--- config.mk ---
export PLATFORM = sky130hd
export DESIGN_NAME = anp_next_page_mgr
export DESIGN_NICKNAME = d
export VERILOG_FILES = /design/src/logic/anp_next_page_mgr.v /design/src/logic/anp_mgmt_reg.v
export VERILOG_INCLUDE_DIRS = /design/src /design/src/logic
export SDC_FILE = /design/constraint.sdc
export NUM_CORES = 1
export LEC_CHECK = 0
export BUFFER_PORTS_ARGS = -buffer_cell sky130_fd_sc_hd__buf_2
export CAP_MARGIN = 30
export CORE_MARGIN = 2
export CORE_UTILIZATION = 56
export CTS_BUF_LIST = sky130_fd_sc_hd__clkbuf_8
export CTS_CLUSTER_SIZE = 16
export DETAILED_ROUTE_END_ITERATION = 7
export PLACE_DENSITY = 0.83
export SKIP_LAST_GASP = 1
export SLEW_MARGIN = 5
export SYNTH_ARGS = -nofsm -noshare
export SYNTH_HDL_FRONTEND = slang
export SYNTH_SLANG_ARGS = --single-unit
--- constraint.sdc ---
create_clock -name i_clk -period 3.5 [get_ports i_clk]
set_input_delay 0.175 -clock i_clk [delete_from_list [all_inputs] [get_ports i_clk]]
set_output_delay 0.175 -clock i_clk [all_outputs]
set_load 0.01 [all_outputs]
--- src/logic/anp_defs.vh ---
// anp_defs.vh: register numbers, field positions, masks, reset values and codes
// assumes: included by every design file of the next page manager block
`ifndef ANP_DEFS_VH
`define ANP_DEFS_VH

// management register numbers (5-bit register address)
`define ANP_REG_STATUS 5'h01
`define ANP_REG_ADVERT 5'h04
`define ANP_REG_PARTNER 5'h05
`define ANP_REG_EXPAND 5'h06
`define ANP_REG_NP_TX 5'h07
`define ANP_REG_NP_RX 5'h08

// config word field positions
`define ANP_BIT_MORE 15
`define ANP_BIT_ACK 14
`define ANP_BIT_FMT 13
`define ANP_BIT_COMPLY 12
`define ANP_BIT_TOGGLE 11
`define ANP_CODE_MSB 10

// status and expansion bit positions
`define ANP_BIT_AN_DONE 5
`define ANP_BIT_NP_ABLE 2
`define ANP_BIT_PAGE_RX 1

// writable bits of the advertisement register: 15, 13:12, 8:7, 6, 5
`define ANP_ADVERT_WMASK 16'hB1E0
// defined bits of the mirrored partner base page: 15, 14, 13:12, 8:7, 6, 5
`define ANP_PARTNER_MASK 16'hF1E0
`define ANP_ALL_MASK 16'hFFFF
`define ANP_NONE_MASK 16'h0000

// reset values
`define ANP_ADVERT_RST 16'h0000
`define ANP_PARTNER_RST 16'h0000
`define ANP_NP_TX_RST 16'h0000
`define ANP_NP_RX_RST 16'h0000
`define ANP_EXPAND_RST 16'h0000

// message codes
`define ANP_NULL_CODE 11'h001
`define ANP_MSG_MAX_DEF 11'h00F

// next page exchange states
`define ANP_ST_BASE 2'h0
`define ANP_ST_NEXT 2'h1
`define ANP_ST_DONE 2'h2

`endif

--- src/logic/anp_next_page_mgr.v ---
// anp_next_page_mgr.v: next page exchange and management registers for auto-negotiation
// assumes: arbitration logic supplies received pages, base/next page completion and
//          page-taken pulses; management agent uses the register port below
//
// What this block and its management agent do
// each next page toggle inverts previous toggle
// first toggle is inverse of base D11
// formatted flag one means message code page
// never transmit a reserved message code
// formatted flag zero means free code page
// start exchange only if both advertise pages
// continue until both last; else send null
// free pages follow their message in order
// send from transmit reg, store into receive reg
// advertisement fields writable, reserved bits read-only
// partner base register ignores management writes
// partner base register mirrors received base page
// completion sets status bit 1.5
// management trusts partner base only after indication
// expansion ignores writes, reserved bits zero
// bit 6.2 reports next page support
// new stored page sets page received
// page received latches, cleared by reading
// management reads received before writing transmit
// transmit and receive next page registers exist
// manual pause bits chosen for valid mode
// management loads advertisement before negotiation
// more pages zero on last page only
// code field decoded by formatted flag
// page loaded set by write, cleared by taking
// reset returns all registers to defaults
`timescale 1ns/1ps
`include "anp_defs.vh"

module anp_next_page_mgr #(
   parameter NP_ABLE = 1
) (
   input wire i_clk,
   input wire i_rst,
   // management register port
   input wire [4:0] i_reg_addr,
   input wire i_reg_wr,
   input wire i_reg_rd,
   input wire [15:0] i_reg_wdata,
   output reg [15:0] o_reg_rdata,
   // arbitration side
   input wire i_an_restart,
   input wire i_an_complete,
   input wire i_rx_page_valid,
   input wire i_rx_is_base,
   input wire [15:0] i_rx_page,
   input wire i_base_done,
   input wire i_tx_page_taken,
   output reg [15:0] o_tx_config,
   output wire o_np_active,
   output wire o_np_done,
   output wire o_page_loaded,
   output wire o_an_complete,
   // decoded last received next page
   output reg o_rx_formatted,
   output reg [10:0] o_rx_msg_code,
   output reg [10:0] o_rx_free_code,
   output reg o_rx_comply
);

   // ****************************************
   // register port decode
   // ****************************************
   wire wr_advert;
   wire wr_np_tx;
   wire rd_expand;

   assign wr_advert = i_reg_wr && (i_reg_addr == `ANP_REG_ADVERT);
   assign wr_np_tx = i_reg_wr && (i_reg_addr == `ANP_REG_NP_TX);
   assign rd_expand = i_reg_rd && (i_reg_addr == `ANP_REG_EXPAND);

   // ****************************************
   // register storage
   // ****************************************
   wire [15:0] advert;
   wire [15:0] partner;
   wire [15:0] np_tx;
   wire [15:0] np_rx;
   wire rx_base_store;
   wire rx_next_store;

   assign rx_base_store = i_rx_page_valid && i_rx_is_base;
   assign rx_next_store = i_rx_page_valid && !i_rx_is_base;

   // reserved bits never take a written one
   anp_mgmt_reg #(
      .WMASK(`ANP_ADVERT_WMASK),
      .LMASK(`ANP_ALL_MASK),
      .RESET(`ANP_ADVERT_RST)
   ) u_advert (
      .i_clk(i_clk),
      .i_rst(i_rst),
      .i_we(wr_advert),
      .i_wdata(i_reg_wdata),
      .i_load(1'b0),
      .i_ldata(16'h0000),
      .o_q(advert)
   );

   // no write path at all, only the received base page
   anp_mgmt_reg #(
      .WMASK(`ANP_NONE_MASK),
      .LMASK(`ANP_PARTNER_MASK),
      .RESET(`ANP_PARTNER_RST)
   ) u_partner (
      .i_clk(i_clk),
      .i_rst(i_rst),
      .i_we(1'b0),
      .i_wdata(16'h0000),
      .i_load(rx_base_store),
      .i_ldata(i_rx_page),
      .o_q(partner)
   );

   anp_mgmt_reg #(
      .WMASK(`ANP_ALL_MASK),
      .LMASK(`ANP_ALL_MASK),
      .RESET(`ANP_NP_TX_RST)
   ) u_np_tx (
      .i_clk(i_clk),
      .i_rst(i_rst),
      .i_we(wr_np_tx),
      .i_wdata(i_reg_wdata),
      .i_load(1'b0),
      .i_ldata(16'h0000),
      .o_q(np_tx)
   );

   // a later page overwrites; software is expected to read first
   anp_mgmt_reg #(
      .WMASK(`ANP_NONE_MASK),
      .LMASK(`ANP_ALL_MASK),
      .RESET(`ANP_NP_RX_RST)
   ) u_np_rx (
      .i_clk(i_clk),
      .i_rst(i_rst),
      .i_we(1'b0),
      .i_wdata(16'h0000),
      .i_load(rx_next_store),
      .i_ldata(i_rx_page),
      .o_q(np_rx)
   );

   // ****************************************
   // status flags
   // ****************************************
   reg page_rx;
   reg an_done;
   reg loaded;
   reg [1:0] np_state;

   always @(posedge i_clk or posedge i_rst) begin
      if (i_rst) begin
         page_rx <= 1'b0;
         an_done <= 1'b0;
         loaded <= 1'b0;
      end else begin
         // set beats the read clear in the same cycle
         if (i_rx_page_valid) begin
            page_rx <= 1'b1;
         end else if (rd_expand) begin
            page_rx <= 1'b0;
         end
         if (i_an_complete) begin
            an_done <= 1'b1;
         end else if (i_an_restart) begin
            an_done <= 1'b0;
         end
         // a fresh write beats the taking of the older page
         if (wr_np_tx) begin
            loaded <= 1'b1;
         end else if (i_tx_page_taken && np_state == `ANP_ST_NEXT) begin
            loaded <= 1'b0;
         end else if (i_an_restart) begin
            loaded <= 1'b0;
         end
      end
   end

   assign o_page_loaded = loaded;
   assign o_an_complete = an_done;

   // ****************************************
   // outgoing page build
   // ****************************************
   reg [1:0] next_np_state;
   reg toggle;
   reg partner_last;
   reg [10:0] tx_code;
   reg [15:0] tx_page;
   reg [15:0] next_tx_config;
   wire code_reserved;
   wire both_np;

   // codes zero and above the defined range are reserved
   assign code_reserved = (np_tx[`ANP_CODE_MSB:0] == 11'h000) ||
      (np_tx[`ANP_CODE_MSB:0] > `ANP_MSG_MAX_DEF);
   assign both_np = advert[`ANP_BIT_MORE] && partner[`ANP_BIT_MORE];

   always @* begin
      tx_code = np_tx[`ANP_CODE_MSB:0];
      if (np_tx[`ANP_BIT_FMT] && code_reserved) begin
         tx_code = `ANP_NULL_CODE;
      end
      if (loaded) begin
         // pages go out strictly in the order software loads them
         tx_page = {np_tx[15:12], toggle, tx_code};
      end else begin
         // nothing left: last page carrying the null message
         tx_page = {1'b0, 1'b0, 1'b1, 1'b0, toggle, `ANP_NULL_CODE};
      end
      // ack is owned by arbitration, sent here as zero
      tx_page[`ANP_BIT_ACK] = 1'b0;
   end

   always @* begin
      next_tx_config = o_tx_config;
      case (np_state)
         `ANP_ST_BASE: begin
            next_tx_config = advert;
         end
         `ANP_ST_NEXT: begin
            next_tx_config = tx_page;
         end
         `ANP_ST_DONE: begin
            next_tx_config = o_tx_config;
         end
         default: begin
            next_tx_config = advert;
         end
      endcase
   end

   // ****************************************
   // exchange sequencing
   // ****************************************
   always @* begin
      next_np_state = np_state;
      case (np_state)
         `ANP_ST_BASE: begin
            if (i_base_done && both_np && NP_ABLE != 0) begin
               next_np_state = `ANP_ST_NEXT;
            end
         end
         `ANP_ST_NEXT: begin
            // the pair just exchanged must be last on both ends
            if (i_tx_page_taken && !tx_page[`ANP_BIT_MORE] && partner_last) begin
               next_np_state = `ANP_ST_DONE;
            end
         end
         `ANP_ST_DONE: begin
            next_np_state = `ANP_ST_DONE;
         end
         default: begin
            next_np_state = `ANP_ST_BASE;
         end
      endcase
      if (i_an_restart) begin
         next_np_state = `ANP_ST_BASE;
      end
   end

   always @(posedge i_clk or posedge i_rst) begin
      if (i_rst) begin
         np_state <= `ANP_ST_BASE;
         toggle <= 1'b0;
         partner_last <= 1'b0;
         o_tx_config <= 16'h0000;
      end else begin
         np_state <= next_np_state;
         o_tx_config <= next_tx_config;
         if (np_state == `ANP_ST_BASE && i_base_done) begin
            toggle <= ~o_tx_config[`ANP_BIT_TOGGLE];
         end else if (np_state == `ANP_ST_NEXT && i_tx_page_taken) begin
            toggle <= ~toggle;
         end
         if (i_an_restart || rx_base_store) begin
            partner_last <= 1'b0;
         end else if (rx_next_store) begin
            partner_last <= ~i_rx_page[`ANP_BIT_MORE];
         end
      end
   end

   assign o_np_active = (np_state == `ANP_ST_NEXT);
   assign o_np_done = (np_state == `ANP_ST_DONE);

   // ****************************************
   // received next page decode
   // ****************************************
   always @(posedge i_clk or posedge i_rst) begin
      if (i_rst) begin
         o_rx_formatted <= 1'b0;
         o_rx_msg_code <= 11'h000;
         o_rx_free_code <= 11'h000;
         o_rx_comply <= 1'b0;
      end else if (rx_next_store) begin
         o_rx_formatted <= i_rx_page[`ANP_BIT_FMT];
         o_rx_comply <= i_rx_page[`ANP_BIT_COMPLY];
         if (i_rx_page[`ANP_BIT_FMT]) begin
            o_rx_msg_code <= i_rx_page[`ANP_CODE_MSB:0];
         end else begin
            // meaning set by the preceding message page
            o_rx_free_code <= i_rx_page[`ANP_CODE_MSB:0];
         end
      end
   end

   // ****************************************
   // register read
   // ****************************************
   reg [15:0] next_rdata;

   always @* begin
      next_rdata = 16'h0000;
      case (i_reg_addr)
         `ANP_REG_STATUS: begin
            next_rdata[`ANP_BIT_AN_DONE] = an_done;
         end
         `ANP_REG_ADVERT: begin
            next_rdata = advert;
         end
         `ANP_REG_PARTNER: begin
            next_rdata = partner;
         end
         `ANP_REG_EXPAND: begin
            // reserved bits stay zero
            next_rdata = `ANP_EXPAND_RST;
            next_rdata[`ANP_BIT_NP_ABLE] = (NP_ABLE != 0);
            next_rdata[`ANP_BIT_PAGE_RX] = page_rx;
         end
         `ANP_REG_NP_TX: begin
            next_rdata = np_tx;
         end
         `ANP_REG_NP_RX: begin
            next_rdata = np_rx;
         end
         default: begin
            next_rdata = 16'h0000;
         end
      endcase
   end

   always @(posedge i_clk or posedge i_rst) begin
      if (i_rst) begin
         o_reg_rdata <= 16'h0000;
      end else if (i_reg_rd) begin
         o_reg_rdata <= next_rdata;
      end
   end

endmodule // anp_next_page_mgr

--- src/logic/anp_mgmt_reg.v ---
// anp_mgmt_reg.v: one 16-bit management register with write mask and hardware load
// assumes: one clock, asynchronous active-high reset, load and write never collide
//          on purpose; hardware load wins because it carries live link state
`timescale 1ns/1ps
`include "anp_defs.vh"

module anp_mgmt_reg #(
   parameter [15:0] WMASK = 16'hFFFF,
   parameter [15:0] LMASK = 16'hFFFF,
   parameter [15:0] RESET = 16'h0000
) (
   input wire i_clk,
   input wire i_rst,
   input wire i_we,
   input wire [15:0] i_wdata,
   input wire i_load,
   input wire [15:0] i_ldata,
   output reg [15:0] o_q
);

   reg [15:0] next_q;

   always @* begin
      next_q = o_q;
      if (i_load) begin
         next_q = i_ldata & LMASK;
      end else if (i_we) begin
         // read-only bits keep their stored value
         next_q = (o_q & ~WMASK) | (i_wdata & WMASK);
      end
   end

   always @(posedge i_clk or posedge i_rst) begin
      if (i_rst) begin
         o_q <= RESET;
      end else begin
         o_q <= next_q;
      end
   end

endmodule // anp_mgmt_reg

==> key figures, run 1 <==
Floorplan
  – Die X: between 90 and 100 um
  – # rows: 32
  – Core area: 7807 sq um
  – Die area: approximately 8900 sq um
  – Die Y: between 90 and 100 um
  – Starting density of the core: 58.64%
  – Ports: about 110

Global routing
  – Vias in the first global route: ~3400
  – Grt ovf: 0
  – Initial antenna violation count: 0
  – Largest net degree at the start of global routing: 47
  – First-pass GRT wire length: about 17 mm
  – GR Util All Layers: around 25%

STA
  – Unrepaired setup endpoints after global routing: false
  – Fin Clk Skew: approximately 0.012 ns
  – Final slew viol count: 0
  – Fin Setup TNS: 0 ns
  – Final hold violations: 0
  – FMAX: 0.5187 GHz
  – Relative slew slack: between 40% and 50%
  – Post-route minimum period: between 1.5 and 2 ns
  – Worst-Margin Slew: a little under 0.9 ns
  – Period utilization: 55.08%
  – Setup violators final: 0

Critical path
  – Crit-path slowest cell: or4_1
  – Crit. Startpoint: u_np_tx.o_q[4]
  – Worst setup path endpoint: o_tx_config[4]
  – R2R Setup Slk: 1.57 ns
  – Worst-path cell chain: or4_1 -> o31ai_1 -> and3_1 -> a22o_2
  – WS Path Type: flop to flop
  – Worst r2r path cells: 4
  – Crit path required time: approximately 3.8 ns
  – Critical Path AT: ~2.2 ns
  – Maximum fanout along the worst path: 6
  – Worst setup EP type: flop
  – Worst Setup Start Kind: flop
  – Worst R2R Start: u_np_tx.o_q[4]
  – CP peak stage delay: approximately 0.54 ns
  – FF-to-FF End: o_tx_config[4]

Final layout
  – Fraction of layout cells with a size suffix above 1: 39.15%
  – Area of the multi-input gates: roughly 1700 sq um
  – Cell area after layout: between 5000 and 6000 sq um
  – Syn-to-layout area delta: 18.45%
  – Non-Filler Instances: roughly 600
  – Final net count: 538
  – FF+latch area: about 2700 sq um
  – Antenna Cells: 0
  – Final core utilization: between 60% and 70%
  – Fill cells: approximately 600

Run status
  – Outcome: finished clean

Yosys
  – Post-synthesis cell type count: 46
  – Post-synthesis cell area: ~4600 sq um
  – Synthesized area per cell: ~12 sq um
  – Post-synthesis sequential element count: 108
  – Sequential element share of the synthesized area: about three fifths
  – Cells after Synth: around 380
  – EDFF count, synth: 0
  – Post-synth ARST share: 100.0%
  – Synth warnings: 0
  – Post-synth net total: approximately 430
  – Top FF cell, synth: dfrtp_1

Detailed routing
  – Vias/cell: around 5.6
  – Vias: 3328
  – Number of remaining DRC errors: 0
  – Drt total wl: roughly 10 mm
  – Detailed-router iteration count before antenna repair: 4
  – DR WL/cell: around 17 um
  – Post-route ant nets: 0
  – DRT iter0 DRCs: 154

Power
  – Leak Pwr: 2.694 nW
  – PD cells: about 500 nW/um^2
  – Final Total Pwr: 2.735 mW
  – Peak VDD IR: slightly above 0.3 mV

Clocking
  – Num Clock Sinks: around 110
  – Reg clk slew, reported paths: approximately 0.11 ns
  – Skew-Pair Late Insertion Delay: between 0.3 and 0.4 ns
  – Post_cts resized: 0
  – Num CTS Buffers: 9
  – Deepest clock path buffer count: 2
  – CTS tree: built
  – # H-tree levels: 3
  – CTS root buf: clkbuf_8

Placed design
  – Port buffer count: 106
  – Placed Cells incl. Taps: roughly 580
  – Gpl congestion: around 0.92
  – Post-DP HPWL: a little over 8 mm
  – Placed Area: roughly 5200 sq um

Worst hold path
  – Worst Hold Class: input port to flop

Job
  – Total of max-cap violations: 0
==> flip-flops by register name, indices dropped and copies added (netlist names), 2 cells and up <==
register and cells:
u_partner.o_q 8, u_np_tx.o_q 16, u_np_rx.o_q 16, o_rx_msg_code 11, o_reg_rdata 16, o_tx_config 16
np_state 2, o_rx_free_code 11, u_advert.o_q 7
==> timing repair <==
action / 4_1_cts / 5_1_grt
buffers inserted: 0 / 0
hold endpoints to repair: 20 / 0
hold buffers: 4 / 0
==> worst min-delay path by stage <==
stage | start | to | slack [ns] | cells past startpoint
3_5_place_dp | i_rst | u_partner.o_q[5] | 0.13 | 2
4_1_cts | i_rx_page[9] | u_np_rx.o_q[9] | 0.005 | 3
3_3_place_gp | i_rst | u_np_rx.o_q[12] | 0.12 | 2
6_report | i_rx_page[9] | u_np_rx.o_q[9] | 0.02 | 3
5_1_grt | i_rx_page[9] | u_np_rx.o_q[9] | 0.02 | 3
2_1_floorplan | i_an_restart | partner_last | 0.24 | 1
==> stage by stage <==
step	hold slack, ns	worst slack [ns]
6_report	0.02178	1.572
2_1_floorplan	0.2414	0.4794
4_1_cts	0.005499	1.573
3_5_place_dp	0.1274	1.349
5_1_grt	0.02129	1.413
3_3_place_gp	0.1234	1.397
==> power by group <==
| group | switching, mW | internal [mW] |
|---|---|---|
| clock network | 0.443 | 0.276 |
| registers | 0.130 | 1.42 |
| logic | 0.237 | 0.233 |
==> layout make-up <==
cell class	instances	share of cell area, %
sequential	108	49.84
multi-input combinational	243	32.23
timing repair buffer	116	11.35
tap	102	2.353
clock buffer	9	2.284
clock inverter	7	1.200
inverter	10	0.7383
==> logic make-up (layout without fill, tap and decap cells) <==
kind of cell / Yosys count / in the layout / synth area share, %
adder cells (fa/ha/maj): 3 / 3 / 0.8200
multiplexers: 62 / 62 / 15.06
flip-flops: 108 / 108 / 59.03
XOR/XNOR: 1 / 1 / 0.1913
AO/OA/AOI/OAI: 72 / 72 / 11.94
AND/OR/NAND/NOR: 105 / 105 / 10.17
buffers and inverters: 28 / 142 / 2.788
==> cells in the mapped netlist, drive strengths merged (4+ instances only) <==
cell type / instances / area, sq um
a221oi: 8 / 70.07
o21ai: 10 / 50.05
nor2: 26 / 97.59
mux2: 55 / 619.3
buf: 7 / 48.79
a21oi: 10 / 50.05
clkbuf: 11 / 41.29
nand2: 57 / 214.0
mux2i: 7 / 70.07
and3: 5 / 31.28
o2bb2ai: 11 / 96.34
nand2b: 4 / 25.02
dfrtp: 108 / 2703
a22oi: 6 / 45.04
inv: 8 / 30.03
a22o: 11 / 103.9
==> metal layers <==
metal,GRT usage [%],up-vias,share of wire [%]
met2,41.79,108,49
met5,0,-,0
met1,33.80,1637,43
met3,4.549,10,5.9
met4,7.609,0,1.6
li1,-,1573,-
==> critical path, delay by kind of cell (launching register included) <==
kind	cells	cell delay (ns)
DFF	1	0.44
AOI/OAI and AO/OA	2	0.57
and+or+nand+nor	2	0.87
==> cells in the final DEF (no fill, tap or decap), types with 7 or more instances in the layout <==
cell type | synthesis | final
a21oi_1 | 10 | 10
a221oi_1 | 8 | 8
buf_2 | 3 | 106
clkbuf_8 | 0 | 9
dfrtp_1 | 108 | 108
inv_1 | 8 | 7
mux2_2 | 54 | 54
mux2i_1 | 7 | 7
nand2_1 | 57 | 57
nor2_1 | 26 | 26
o21ai_0 | 10 | 10
o2bb2ai_1 | 11 | 11
Note: power is estimated with default switching activity, not from simulation.
==> run 2: changes to the inputs <==
clock period = 1.95 ns   (was 3.5 ns; I/O delays follow)
==> key figures, run 2 (synthesized netlist as in run 1, its figures left out) <==
Run status
  – Outcome: finished clean

Global routing
  – Largest net degree at the start of global routing: 30 (-36%)
  – Grt ovf: 0 (unchanged)
  – Initial antenna violation count: 0 (unchanged)
  – First-pass GRT wire length: 18.34 mm (+8.7%)
  – Vias in the first global route: 3700 (+9.5%)
  – GR Util All Layers: 27.00% (+2.0 points)

Placed design
  – Post-DP HPWL: 7.918 mm (-1.6%)
  – Port buffer count: 106 (unchanged)
  – Gpl congestion: 0.8762 (-4.9%)
  – Placed Area: 5303 sq um (+2.1%)

Floorplan
  – Die Y: 94.42 um (unchanged)
  – Ports: 107 (unchanged)
  – Starting density of the core: 58.64% (unchanged)
  – # rows: 32 (unchanged)
  – Core area: 7807 sq um (unchanged)
  – Die X: 94.42 um (unchanged)
  – Die area: 8914 sq um (unchanged)

Final layout
  – Most frequent cells in the layout: dfrtp_1 (108), buf_2 (106), nand2_1 (57), mux2_2 (54), dlygate4sd3_1 (37)
  – Antenna Cells: 0 (unchanged)
  – Final core utilization: 75.24% (+5.8 points)
  – Syn-to-layout area delta: 28.31%
  – Final net count: 582 (+8.2%)
  – Area of the multi-input gates: 1754 sq um (+0.36%)
  – FF+latch area: 2703 sq um (unchanged)
  – Fraction of layout cells with a size suffix above 1: 38.36% (-0.79 points)
  – Most common cell after layout, fill and taps aside: dfrtp_1
  – Cell area after layout: 5874 sq um (+8.3%)
  – Fill cells: 511 (-14%)

Detailed routing
  – DRT iter0 DRCs: 195 (+27%)
  – Detailed-router iteration count before antenna repair: 4 (unchanged)
  – Post-route ant nets: 0 (unchanged)
  – Drt total wl: 11.17 mm (+8.4%)
  – Vias/cell: 5.563 (-0.53%)
  – DR WL/cell: 17.48 um (+0.92%)
  – Number of remaining DRC errors: 0 (unchanged)
  – Vias: 3555 (+6.8%)

Power
  – Seq pwr share: 55.3% (-1.2 points)
  – Final Total Pwr: 5.008 mW (+83%)
  – Net Sw Frac: 29.66% (+0.044 points)
  – Comb pwr share: 18.7% (+1.5 points)
  – PD cells: 852.5 nW/um^2 (+69%)
  – Clock Power Share: 26.1% (-0.2 points)
  – Peak VDD IR: 0.6668 mV (+120%)
  – P_sw: 1.485 mW (+83%)
  – Internal power: 3.523 mW (+83%)
  – Leak Pwr: 2.898 nW (+7.5%)

Job
  – Total of max-cap violations: 0 (unchanged)

Critical path
  – Crit-path slowest cell: or4_1
  – R2R Setup Slk: 0.13 ns (-1.44 ns)
  – Worst-path cell chain: or4_1 -> o31ai_2 -> and3_2 -> a22o_2
  – Worst setup EP type: flop
  – Critical Path AT: 2.14 ns (-0.10 ns)
  – Worst Setup Start Kind: flop
  – WP depth: 4 (unchanged)
  – Crit path required time: 2.27 ns (-1.54 ns)
  – FF-to-FF End: o_tx_config[9]
  – WS Path Type: flop to flop
  – Worst r2r path cells: 4 (unchanged)
  – Crit path max-delay family: simple AND/OR/NAND/NOR gates
  – CP peak stage delay: 0.55 ns (about the same)
  – Worst R2R Start: u_np_tx.o_q[4]
  – Maximum fanout along the worst path: 6 (unchanged)
  – Bufs and invs on worst path: 0 (unchanged)

Clocking
  – CTS tree: built
  – Skew-Pair Late Insertion Delay: 0.38 ns (about the same)
  – Num Clock Sinks: 108 (unchanged)
  – # H-tree levels: 3 (unchanged)
  – Reg clk slew, reported paths: 0.10 ns (about the same)
  – Post-CTS Repair Setup Buffers: 0 (unchanged)
  – CTS root buf: clkbuf_8
  – Deepest clock path buffer count: 2 (unchanged)
  – Num CTS Buffers: 9 (unchanged)

STA
  – Final hold violations: 0 (unchanged)
  – FMAX: 0.5501 GHz (+6.1%)
  – Fin Clk Skew: 0.006991 ns (-0.004687 ns)
  – Worst-Margin Slew: 0.5911 ns (-0.2806 ns)
  – Final slew viol count: 0 (unchanged)
  – Fin Setup TNS: 0 ns (unchanged)
  – Min Hold Slack: 0.1094 ns (+0.08761 ns)
  – Post-route minimum period: 1.818 ns (-0.1100 ns)
  – Period utilization: 93.22% (+38 points)
  – Unrepaired setup endpoints after global routing: false
  – Setup violators final: 0 (unchanged)
  – Relative slew slack: 60.51% (+19 points)

Worst hold path
  – Worst hold start: i_tx_page_taken
  – Hold Path Sink: o_page_loaded
  – Worst Hold Class: input port to flop
  – WHS Path Cells: 3 (unchanged)
[run 2: cell type report]
cell class | count | share of cell area, %
Clock buffer | 9 | 2.109
Clock inverter | 7 | 1.214
Inverter | 10 | 0.7029
Multi-Input combinational cell | 243 | 29.86
Sequential cell | 108 | 46.01
Tap cell | 102 | 2.173
Timing Repair Buffer | 160 | 17.93
[run 2: worst max-delay path by stage]
stage / startpoint / endpoint / slack, ns
global route: u_np_tx.o_q[4] / o_tx_config[9] / 0.03
CTS: u_np_tx.o_q[4] / o_tx_config[4] / 0.05
detailed placement: u_np_tx.o_q[4] / o_tx_config[4] / 0.08
finish: u_np_tx.o_q[4] / o_tx_config[9] / 0.13
floorplan: u_np_tx.o_q[4] / o_tx_config[10] / 0.26
global placement: u_np_tx.o_q[4] / o_tx_config[10] / 0.17
[run 2: routing by layer]
metal / GRT usage (%) / part of all wire [%] / vias up
li1: - / - / 1660
met1: 34.74 / 42 / 1761
met2: 44.94 / 50 / 115
met3: 7.502 / 6.2 / 19
met4: 8.333 / 1.9 / 0
met5: 0 / 0 / -
[run 2: what timing repair did]
action / in CTS / in global routing
gates resized for setup: 0 / 2
hold endpoints to repair: 89 / 0
hold buffers: 37 / 0
setup endpoints to repair: 0 / 6
[run 2: per-stage QoR]
step,worst slack [ns],instances
after CTS,0.04676,639
after global routing,0.03213,639
final,0.1322,639
after floorplan,0.2579,379
after detailed placement,0.07746,586
after global placement,0.1736,586
[run 2: power by group through the flow]
stage          combinational, mW  sequential [mW]  clock, mW
2_1_floorplan              0.460             2.81          0
3_3_place_gp               0.840             2.78          0
3_5_place_dp               0.868             2.80          0
4_1_cts                    0.930             2.76       1.34
5_1_grt                     1.03             2.81       1.41
6_report                   0.934             2.77       1.31
[run 2: worst min-delay path, cell delays in order]
cell     delay, ns
buf_2         0.11
nand2_1       0.09
a31o_2        0.16
